## src/rtl/arct_pkg.sv

```systemverilog
// Purpose: constants and types for the auto-reload timer/counter block
// Assumes: 250 MHz pclk stands in for the oscillator; APB register access
// Notes:   register offsets are byte addresses on 32-bit words
//
// How it works
// count pin sampled once per machine cycle slot
// one 16-bit counter with auto reload
// source is osc/12 or count pin transitions
// control bit 6 selects pin counting
// counting only while run enable bit 4
// each event increments high/low pair together
// overflow reloads pair from reload registers
// reload leaves reload registers unchanged
// overflow sets flag bit 5, requests interrupt
// irq a type bit 2, edge flag 3
// irq b edge flag bit 1, type 0
// gate bit 7 needs irq a pin high
// overflow flag cleared on vector, reset
package arct_pkg;

	// ----------------------------------------
	// register map
	// ----------------------------------------
	localparam logic [7:0] ARCT_OFF_CTRL      = 8'h00;
	localparam logic [7:0] ARCT_OFF_COUNT_LO  = 8'h04;
	localparam logic [7:0] ARCT_OFF_COUNT_HI  = 8'h08;
	localparam logic [7:0] ARCT_OFF_RELOAD_LO = 8'h0c;
	localparam logic [7:0] ARCT_OFF_RELOAD_HI = 8'h10;
	localparam logic [7:0] ARCT_OFF_IRQ_STAT  = 8'h14;
	localparam logic [7:0] ARCT_OFF_IRQ_MASK  = 8'h18;

	// ----------------------------------------
	// control field positions
	// ----------------------------------------
	localparam int ARCT_BIT_GATE      = 7;
	localparam int ARCT_BIT_SRC_PIN   = 6;
	localparam int ARCT_BIT_OVF       = 5;
	localparam int ARCT_BIT_RUN       = 4;
	localparam int ARCT_BIT_A_EDGE    = 3;
	localparam int ARCT_BIT_A_TYPE    = 2;
	localparam int ARCT_BIT_B_EDGE    = 1;
	localparam int ARCT_BIT_B_TYPE    = 0;

	// interrupt status / mask bits
	localparam int ARCT_IRQ_OVF       = 0;
	localparam int ARCT_IRQ_A         = 1;
	localparam int ARCT_IRQ_B         = 2;

	// ----------------------------------------
	// reset values and timing
	// ----------------------------------------
	localparam logic [7:0]  ARCT_CTRL_RST   = 8'h00;
	localparam logic [7:0]  ARCT_BYTE_RST   = 8'h00;
	localparam logic [2:0]  ARCT_IRQ_RST    = 3'h0;
	// pins idle high: synchronisers start there, so no false edge after reset
	localparam logic [2:0]  ARCT_PIN_IDLE   = 3'h7;
	localparam int          ARCT_MC_DIV     = 12;
	localparam logic [3:0]  ARCT_MC_LAST    = 4'(ARCT_MC_DIV - 1);
	// slot inside the machine cycle where the count pin is sampled
	localparam logic [3:0]  ARCT_SAMPLE_SLOT = 4'h6;

	typedef struct packed {
		logic gate;
		logic src_pin;
		logic ovf;
		logic run;
		logic a_edge;
		logic a_type;
		logic b_edge;
		logic b_type;
	} arct_ctrl_t;

	typedef struct packed {
		logic       tick;
		logic       sample;
	} arct_slot_t;

endpackage

```

## src/rtl/arct_timer.sv

```systemverilog
// Purpose: 16-bit auto-reload timer/counter with combined control register
// Assumes: pins are asynchronous; vector_ack comes from the core on pclk
// Notes:   APB slave, zero wait states, error on unmapped address
//
// The implementer's own choices: the APB slave port and the placing of the registers.
`timescale 1ns/1ps
module arct_timer
	import arct_pkg::*;
(
	// clock and reset
	input  wire logic        pclk,
	input  wire logic        presetn,
	// apb slave
	input  wire logic        psel,
	input  wire logic        penable,
	input  wire logic        pwrite,
	input  wire logic [7:0]  paddr,
	input  wire logic [31:0] pwdata,
	output logic      [31:0] prdata,
	output logic             pready,
	output logic             pslverr,
	// pins
	input  wire logic        count_input_pin,
	input  wire logic        ext_irq_a_pin,
	input  wire logic        ext_irq_b_pin,
	// core side
	input  wire logic        vector_ack,
	output logic             timer_irq_req,
	output logic             irq
);

	// ----------------------------------------
	// pin synchronisers
	// ----------------------------------------
	logic [2:0] pin_meta_r;
	logic [2:0] pin_sync_r;
	logic [2:0] pin_prev_r;

	always_ff @(posedge pclk or negedge presetn) begin
		if (!presetn) begin
			pin_meta_r <= ARCT_PIN_IDLE;
			pin_sync_r <= ARCT_PIN_IDLE;
			pin_prev_r <= ARCT_PIN_IDLE;
		end else begin
			pin_meta_r <= {ext_irq_b_pin, ext_irq_a_pin, count_input_pin};
			pin_sync_r <= pin_meta_r;
			pin_prev_r <= pin_sync_r;
		end
	end

	// falling edges on the interrupt pins, as the classic core detects
	logic a_fall;
	logic b_fall;
	assign a_fall = pin_prev_r[1] & ~pin_sync_r[1];
	assign b_fall = pin_prev_r[2] & ~pin_sync_r[2];

	// ----------------------------------------
	// machine cycle
	// ----------------------------------------
	arct_slot_t slot;

	arct_mcycle u_mcycle (
		.pclk    (pclk),
		.presetn (presetn),
		.slot    (slot)
	);

	// ----------------------------------------
	// apb decode
	// ----------------------------------------
	logic wr_en;
	logic rd_setup;
	logic mapped;
	assign wr_en    = psel & penable & pwrite;
	assign rd_setup = psel & ~penable & ~pwrite;
	assign pready = 1'b1;
	always_comb begin
		case (paddr)
			ARCT_OFF_CTRL, ARCT_OFF_COUNT_LO, ARCT_OFF_COUNT_HI,
			ARCT_OFF_RELOAD_LO, ARCT_OFF_RELOAD_HI,
			ARCT_OFF_IRQ_STAT, ARCT_OFF_IRQ_MASK: mapped = 1'b1;
			default: mapped = 1'b0;
		endcase
	end
	assign pslverr = psel & penable & ~mapped;

	logic wr_ctrl;
	logic wr_lo;
	logic wr_hi;
	assign wr_ctrl = wr_en && paddr == ARCT_OFF_CTRL;
	assign wr_lo   = wr_en && paddr == ARCT_OFF_COUNT_LO;
	assign wr_hi   = wr_en && paddr == ARCT_OFF_COUNT_HI;

	// ----------------------------------------
	// control register
	// ----------------------------------------
	arct_ctrl_t ctrl_r;
	arct_ctrl_t wctl;
	assign wctl = arct_ctrl_t'(pwdata[7:0]);

	// ----------------------------------------
	// count enable
	// ----------------------------------------
	logic pin_event_r;
	logic gate_ok;
	logic step;
	logic [15:0] count_r;
	logic [15:0] reload_r;
	logic overflow;

	// pin sampled at the fixed slot, transition counted on the next sample
	logic pin_sampled_r;
	always_ff @(posedge pclk or negedge presetn) begin
		if (!presetn) begin
			pin_sampled_r <= 1'b0;
			pin_event_r   <= 1'b0;
		end else if (slot.sample) begin
			pin_sampled_r <= pin_sync_r[0];
			pin_event_r   <= pin_sampled_r & ~pin_sync_r[0];
		end else if (slot.tick) begin
			pin_event_r   <= 1'b0;
		end
	end

	assign gate_ok  = ~ctrl_r.gate | pin_sync_r[1];
	assign step     = ctrl_r.run & gate_ok & slot.tick &
	                  (ctrl_r.src_pin ? pin_event_r : 1'b1);
	assign overflow = step & (count_r == 16'hffff);

	// ----------------------------------------
	// counter and reload
	// ----------------------------------------
	always_ff @(posedge pclk or negedge presetn) begin
		if (!presetn) begin
			count_r <= {ARCT_BYTE_RST, ARCT_BYTE_RST};
		end else if (overflow) begin
			count_r <= reload_r;
		end else if (step) begin
			count_r <= count_r + 16'h0001;
		end else if (wr_lo) begin
			count_r[7:0] <= pwdata[7:0];
		end else if (wr_hi) begin
			count_r[15:8] <= pwdata[7:0];
		end
	end

	// only software changes the reload pair
	always_ff @(posedge pclk or negedge presetn) begin
		if (!presetn) begin
			reload_r <= {ARCT_BYTE_RST, ARCT_BYTE_RST};
		end else if (wr_en && paddr == ARCT_OFF_RELOAD_LO) begin
			reload_r[7:0] <= pwdata[7:0];
		end else if (wr_en && paddr == ARCT_OFF_RELOAD_HI) begin
			reload_r[15:8] <= pwdata[7:0];
		end
	end

	// ----------------------------------------
	// control register, flags set by hardware
	// ----------------------------------------
	always_ff @(posedge pclk or negedge presetn) begin
		if (!presetn) begin
			ctrl_r <= arct_ctrl_t'(ARCT_CTRL_RST);
		end else begin
			if (wr_ctrl) begin
				ctrl_r.gate    <= wctl.gate;
				ctrl_r.src_pin <= wctl.src_pin;
				ctrl_r.run     <= wctl.run;
				ctrl_r.a_type  <= wctl.a_type;
				ctrl_r.b_type  <= wctl.b_type;
			end
			// set wins over a software write or a vector clear
			if (overflow) begin
				ctrl_r.ovf <= 1'b1;
			end else if (vector_ack) begin
				ctrl_r.ovf <= 1'b0;
			end else if (wr_ctrl) begin
				ctrl_r.ovf <= wctl.ovf;
			end
			// level mode follows the inverted pin; edge mode latches a falling edge
			if (!ctrl_r.a_type) begin
				ctrl_r.a_edge <= ~pin_sync_r[1];
			end else if (a_fall) begin
				ctrl_r.a_edge <= 1'b1;
			end else if (wr_ctrl) begin
				ctrl_r.a_edge <= wctl.a_edge;
			end
			if (!ctrl_r.b_type) begin
				ctrl_r.b_edge <= ~pin_sync_r[2];
			end else if (b_fall) begin
				ctrl_r.b_edge <= 1'b1;
			end else if (wr_ctrl) begin
				ctrl_r.b_edge <= wctl.b_edge;
			end
		end
	end

	assign timer_irq_req = ctrl_r.ovf;

	// ----------------------------------------
	// interrupt status and mask
	// ----------------------------------------
	logic [2:0] irq_stat_r;
	logic [2:0] irq_mask_r;
	logic [2:0] irq_set;
	logic       irq_pend;
	assign irq_set  = {b_fall & ctrl_r.b_type, a_fall & ctrl_r.a_type, overflow};
	assign irq_pend = |(irq_stat_r & irq_mask_r);

	genvar gi;
	generate
		for (gi = 0; gi < 3; gi++) begin : g_stat
			always_ff @(posedge pclk or negedge presetn) begin
				if (!presetn) begin
					irq_stat_r[gi] <= 1'b0;
				end else if (irq_set[gi]) begin
					irq_stat_r[gi] <= 1'b1;
				end else if (wr_en && paddr == ARCT_OFF_IRQ_STAT && pwdata[gi]) begin
					irq_stat_r[gi] <= 1'b0;
				end
			end
		end
	endgenerate

	always_ff @(posedge pclk or negedge presetn) begin
		if (!presetn) begin
			irq_mask_r <= ARCT_IRQ_RST;
		end else if (wr_en && paddr == ARCT_OFF_IRQ_MASK) begin
			irq_mask_r <= pwdata[2:0];
		end
	end

	always_ff @(posedge pclk or negedge presetn) begin
		if (!presetn) begin
			irq <= 1'b0;
		end else begin
			irq <= irq_pend;
		end
	end

	// ----------------------------------------
	// read data
	// ----------------------------------------
	// captured in the setup cycle: the word stands from a flop all through
	// the access phase, at the cost of missing a step landing meanwhile
	logic [31:0] rd_word;
	always_comb begin
		rd_word = 32'h0000_0000;
		case (paddr)
			ARCT_OFF_CTRL:      rd_word[7:0] = ctrl_r;
			ARCT_OFF_COUNT_LO:  rd_word[7:0] = count_r[7:0];
			ARCT_OFF_COUNT_HI:  rd_word[7:0] = count_r[15:8];
			ARCT_OFF_RELOAD_LO: rd_word[7:0] = reload_r[7:0];
			ARCT_OFF_RELOAD_HI: rd_word[7:0] = reload_r[15:8];
			ARCT_OFF_IRQ_STAT:  rd_word[2:0] = irq_stat_r;
			ARCT_OFF_IRQ_MASK:  rd_word[2:0] = irq_mask_r;
			default:            rd_word = 32'h0000_0000;
		endcase
	end

	always_ff @(posedge pclk or negedge presetn) begin
		if (!presetn) begin
			prdata <= 32'h0000_0000;
		end else if (rd_setup) begin
			prdata <= rd_word;
		end else begin
			prdata <= 32'h0000_0000;
		end
	end

	// ----------------------------------------
	// checks
	// ----------------------------------------
	// a software reload write landing with the wrap may change the pair
	logic wr_rel;
	assign wr_rel = wr_en && (paddr == ARCT_OFF_RELOAD_LO || paddr == ARCT_OFF_RELOAD_HI);
endmodule

```

## src/rtl/arct_mcycle.sv

```systemverilog
// Purpose: machine cycle divider, one pulse per twelve clocks
// Assumes: single pclk domain
// Notes:   also marks the pin sampling slot
`timescale 1ns/1ps
module arct_mcycle
	import arct_pkg::*;
(
	// clock and reset
	input  wire logic       pclk,
	input  wire logic       presetn,
	// slot pulses
	output arct_slot_t      slot
);

	logic [3:0] phase_r;

	always_ff @(posedge pclk or negedge presetn) begin
		if (!presetn) begin
			phase_r <= 4'h0;
		end else if (phase_r == ARCT_MC_LAST) begin
			phase_r <= 4'h0;
		end else begin
			phase_r <= phase_r + 4'h1;
		end
	end

	assign slot.tick   = (phase_r == ARCT_MC_LAST);
	assign slot.sample = (phase_r == ARCT_SAMPLE_SLOT);
endmodule

```

## config.mk

```make
export PLATFORM = sky130hd
export DESIGN_NAME = arct_timer
export DESIGN_NICKNAME = d
export VERILOG_FILES = /design/src/rtl/arct_pkg.sv /design/src/rtl/arct_timer.sv /design/src/rtl/arct_mcycle.sv
export SDC_FILE = /design/constraint.sdc
export NUM_CORES = 1
export LEC_CHECK = 0
export BUFFER_PORTS_ARGS = -buffer_cell sky130_fd_sc_hd__clkbuf_2
export CORE_MARGIN = 10
export CORE_UTILIZATION = 30
export DETAILED_ROUTE_END_ITERATION = 12
export GPL_TIMING_DRIVEN = 0
export PLACE_DENSITY_LB_ADDON = 0.05
export RECOVER_POWER = 100
export SLEW_MARGIN = 40
export SYNTH_ARGS = -nofsm -noshare
export SYNTH_HDL_FRONTEND = slang
export SYNTH_SLANG_ARGS = --single-unit
```

## constraint.sdc

```tcl
create_clock -name pclk -period 2 [get_ports pclk]
set_clock_uncertainty 0.15 [all_clocks]
set_input_delay 0.1 -clock pclk [delete_from_list [all_inputs] [get_ports pclk]]
set_output_delay 0.1 -clock pclk [all_outputs]
set_load 0.005 [all_outputs]
```

-- Word-level counts from Yosys, hierarchy flattened
Index checks and enable logic that the tools add are counted.
W data, S select, Z words.
- register bits after elaboration: 94
- input port bits: 49
- output and inout port bits: 36
- word-level logic and storage cells: 112
- $add $sub $neg: 2
- equality and inequality tests: 12
- muxes and demuxes: 28
- bitwise gates (word level): 24
- reductions and logical operators: 22
- operators by type and width (kind ; count):
    $mux W16 ; 2
    $mux W8 ; 4
    $pmux W5 S5 ; 1
    $eq A8 B5 Y1 const B ; 3
    $pmux W3 S7 ; 1
    $mux W1 ; 19
    $add A16 B1 Y16 const B ; 1
    $eq A16 B16 Y1 const B ; 1
    $eq A8 B4 Y1 const B ; 2
    $and A1 B1 Y1 ; 14
    $logic_and A1 B1 Y1 ; 10
    $reduce_bool A3 Y1 ; 3
    $eq A8 B3 Y1 const B ; 1
    $logic_not A8 Y1 ; 1
    $not A1 Y1 ; 8
    $reduce_bool A2 Y1 ; 4
    $reduce_or A7 Y1 ; 1
    $ne A3 B3 Y1 const B ; 2
    $add A4 B1 Y4 const B ; 1
    $eq A4 B3 Y1 const B ; 1
    $eq A4 B4 Y1 const B ; 1
    $mux W4 ; 1
    $reduce_and A2 Y1 ; 2
    $and A3 B3 Y3 ; 1
    3 further kinds ; 3

-- Longest topological paths before layout
- depth after elaboration: 8
- gate-level depth with buffers: 9
- depth with buffers taken out: 6

-- By module
From an unflattened synthesis, not the netlist that was laid out.
- cell total of the unflattened synthesis: 379
- area, all modules: 3816.2 µm²
- modules (own cells, without submodules) (module ; instances ; cells an instance ; area an instance (µm²)):
    arct_timer ; 1 ; 361 ; 3609.7
    arct_mcycle ; 1 ; 18 ; 206.4

-- Least setup slack after synthesis
No wires, ideal clock.
- path type: reg2reg
- start: register u_mcycle.phase_r[0]
- end: register count_r[13]
- arrival: 1840 ps
- slack: -76 ps
- stages on the path, launching flop included: 9
- path buffers: 2
- clock period less this slack: 2076 ps
- cell sequence: dfrtp_1 ha_1 and3b_1 and4_4 buf_6 and3_1 buf_6 a311o_1 a32oi_1
- word-level cells in the longest chain between the ends: 6
- elaborated cells on any way between the ends: 9
- those cells by class: eq/ne: 2; mux: 2; bitwise: 3; reduce/logical: 2
- RTL lines (element ; line ; text):
    from (decl) ; arct_mcycle.sv:15 ; logic [3:0] phase_r;
    from (signal assigned) ; arct_mcycle.sv:23 ; phase_r <= phase_r + 4'h1;
    $eq A4 B4 Y1 (*) ; arct_mcycle.sv:27 ; assign slot.tick = (phase_r == ARCT_MC_LAST);
    $and A1 B1 Y1 (*) (2 in a row) ; arct_timer.sv:126 ; assign step = ctrl_r.run & gate_ok & slot.tick &
    $and A1 B1 Y1 ; arct_timer.sv:128 ; assign overflow = step & (count_r == 16'hffff);
    $ne A3 B1 Y1 (no source line) / $reduce_bool A3 Y1 (equally long branches) ; n/a ;
    $reduce_and A2 Y1 (no source line) ; n/a ;
    to (signal assigned) ; arct_timer.sv:135 ; count_r <= {ARCT_BYTE_RST, ARCT_BYTE_RST};
    to (signal assigned) ; arct_timer.sv:137 ; count_r <= reload_r;
    to (signal assigned) ; arct_timer.sv:139 ; count_r <= count_r + 16'h0001;
    to (decl) ; arct_timer.sv:107 ; logic [15:0] count_r;
Every way passes the cells marked *; elsewhere a longest branch is shown, timed or not.
A chain may end at the register's enable or synchronous reset.

-- Worst setup path after layout
- start: register u_mcycle.phase_r[0]
- end: register count_r[8]
Same word-level chain as after synthesis.

==> impl_results.md <==
* Crit path kind: reg -> reg
* Syn Inst Count at 360
* Die width at 132 um
* F_max at 0.494 GHz
* Static leakage at 2.24 nW
* Gr ovfl total at 0
* Crit start category: flip-flop
* CP max FO at 8
* Fin crit period at 2030 ps
* Syn avg cell area at 10.4 sq um
* Max-cap viol count at 0
* First-pass GRT wire length at 18,500 um
* Slowest stage delay, CP at between 300 and 400 ps
* Final setup violation count at 7
* Initial DRC count at 205
* Placer Congestion at about 0.84
* Failing checks: negative setup slack
* Post-Layout Cell Count at 632
* IO buf count at 33
* CTS max path bufs at 2
* Post-synthesis cell type count at 54
* Top cell by count, worst path: buf_8
* Worst-path clk slew at roughly 50 ps
* RSZ-0062 raised after global routing: true
* Clock H-tree levels at 3
* Final #Nets at 511
* Full die area at 17,300 sq um
* YS warnings at 0
* Layout cell share with drive strength beyond 1 at 34.1%
* CTS tree: built
* Initial antenna violation count at 0
* Slack of the critical path at -26.3 ps
* Gr busiest metal: met2
* WL per Instance at 18.5 um
* Worst Tran Pin Value at roughly 1000 ps
* CP max-delay cell: dfrtp_1
* Number of global-route vias before repair at between 3,000 and 4,000
* Setup TNS at -60.0 ps
* Tot GR Track Use at 13.6%
* Hold Path Class: in -> reg
* Final max-slew violation count at 0
* DRT Pass-1 Iters at 5
* Antenna diodes at 0
* Met2 Track Usage GR at between 20% and 30%
* Total CTS buffers at 9
* P&R area growth vs syn at 30.9%
* Vias at 3,130
* Bufs and invs on worst path at 2
* Sequential cell area fraction in the yosys report at 46.5%
* FP Rows at 40
* Antenna viol nets, final at 0
* Period utilization at 101%
* Met3 usage at under 10%
* Worst EP required at 2100 ps
* DP Wirelength at 8300 um
* Final Hold Fails at 0
* Final WL at around 12,000 um
* Via density at 4.95
* Power per Cell Area at 648 nW/um^2
* DRC at 0
* CP arrival at 2120 ps
* Global routing usage on met1 at 17.7%
* Relative slew slack at 31.3%
* Largest net degree at the start of global routing at 56
* Top Ports at 85
* Peak supply drop at 0.000312 V
* Filler cell count at 1,255
* Post-layout util at 40.3%
* Top-area cell type share of the netlist area at 40.9%
* Critical-path cell list: ha_2, and3b_2, and4_4, buf_8, and3_4, buf_8, nand2_1, a32oi_1
* Cell taking the most area after synthesis: dfrtp_1
* Critical Path End Type: flip-flop
* Die Ht at between 100 and 150 um
* Core Region at approximately 12,000 sq um
* Status: complete, but fails checks
* Largest delay share family, worst path: simple AND/OR/NAND/NOR gates
* Post-placement cell count at 585
* Cell Area, Synth at 3730 sq um
* Register bit count reported by yosys at 69
* Synth area leaders: dfrtp_1, mux2_2, dfstp_2, buf_4, a22oi_1
* CTS sink count at 69
* Clock root cell: clkbuf_16
* Latest clock arrival within the worst-skew pair at 330 ps
* Initial Utilization at 30.8%
## kinds of logic after synthesis
| kind of cell | count (synthesis) | synth area share, % |
|---|---|---|
| buffers and inverters | 51 | 8.45 |
| XOR/XNOR | 8 | 1.88 |
| AO/OA/AOI/OAI | 85 | 15.6 |
| adder cells (fa/ha/maj) | 3 | 1.01 |
| multiplexers | 39 | 11.4 |
| other | 2 | 0.201 |
| flip-flops | 69 | 46.5 |
| AND/OR/NAND/NOR | 103 | 15.0 |
## report_power, final
part	internal, mW	switching (mW)	total, mW
clock network	0.834	0.588	1.42
logic	0.119	0.134	0.253
registers	1.44	0.0493	1.49
## layer usage
metal	part of all wire (%)	wire length, um	vias up
met5	0	0	-
met4	1.8	216	0
met3	5.2	605	19
met2	46	5440	95
met1	47	5450	1552
li1	-	-	1464
## registers in the layout, indices dropped and copies added, names as in the netlist, 2 cells and up
register,cells
irq_stat_r,3
irq_mask_r,3
count_r,16
pin_prev_r,2
pin_meta_r,3
u_mcycle.phase_r,4
prdata,8
reload_r,16
ctrl_r,7
pin_sync_r,3
## path summary, 6_finish.rpt
| check | from | to | slack (ps) | cells past startpoint |
|---|---|---|---|---|
| setup / recovery | u_mcycle.phase_r[0] | count_r[8] | -30 | 8 |
| hold / removal | pwdata[2] | irq_stat_r[2] | 20 | 3 |
| setup reg to reg | u_mcycle.phase_r[0] | count_r[8] | -30 | 8 |
| hold reg to reg | pin_meta_r[0] | pin_sync_r[0] | 210 | 0 |
| max in group asynchronous | presetn | pin_meta_r[2] | 520 | 3 |
| min in group asynchronous | presetn | count_r[15] | 320 | 2 |
## cell usage after synthesis, drive strengths merged
library cell,instances
xnor2,6
conb,2
a32oi,3
and3,5
nor2b,1
and3b,1
dfrtp,61
dfstp,8
nand3,13
and4b,1
a221oi,1
and4,1
nor2,23
mux2i,11
a31o,4
a31oi,12
nand4,5
o22ai,4
buf,34
nand3b,2
a22oi,16
o21a,1
o221ai,1
or4,1
a21o,2
a32o,1
ha,3
a311o,1
nand2,30
a2bb2oi,3
clkbuf,3
xor2,2
nor4b,1
o2bb2ai,1
o21ai,12
nor3,7
or3,2
mux2,28
nand2b,4
nor4,5
a222oi,1
a211o,5
or3b,1
inv,14
a21oi,17
## placed cells by master, fill, tap and decap left out, types with 12 or more instances in the layout
cell type / n
a22oi_1: 16
conb_1: 25
mux2_2: 27
a31oi_1: 12
a21oi_1: 14
nor2_1: 23
clkbuf_2: 22
dfrtp_1: 55
inv_1: 14
nand2_1: 25
clkbuf_1: 17
buf_4: 41
## worst register-to-register path, delay by kind of cell, from the launching register on
family | cells | cell delay (ps)
simple gates | 4 | 790
compound gates | 1 | 170
flops | 1 | 360
fa+ha+maj | 1 | 190
buf+inv | 2 | 280
## layout make-up
cell class	instances	area, sq um	area share (%)
repair buffers	66	494	10.1
inverters	14	52.6	1.08
plain buffers	36	272	5.56
clock inverters	3	15.0	0.307
well taps	168	210	4.30
multi-input cells	263	1860	38.0
flip-flops and latches	69	1740	35.7
clock buffers	13	240	4.92
## metrics by stage
stage | setup slack, ps | total power, mW | hold WS [ps] | area (sq um)
final | -26.3 | 3.17 | 16.1 | 4890
after global routing | -112 | 3.32 | 43.3 | 4890
after CTS | -20.4 | 3.21 | 7.72 | 4820
after detailed placement | -396 | 1.74 | -182 | 4240
after global placement | -317 | 1.73 | 40.0 | 4200
after floorplan | 38.8 | 1.62 | -346 | 3830
## timing repair
action,4_1_cts,5_1_grt
cloned,2,0
hold buffers,11,0
endpoints found under the setup margin,17,31
gates resized for setup,21,18
pin swaps,7,12
endpoints found under the hold margin,81,0
setup buffers,12,8
Power figures use the tool's default switching activity.
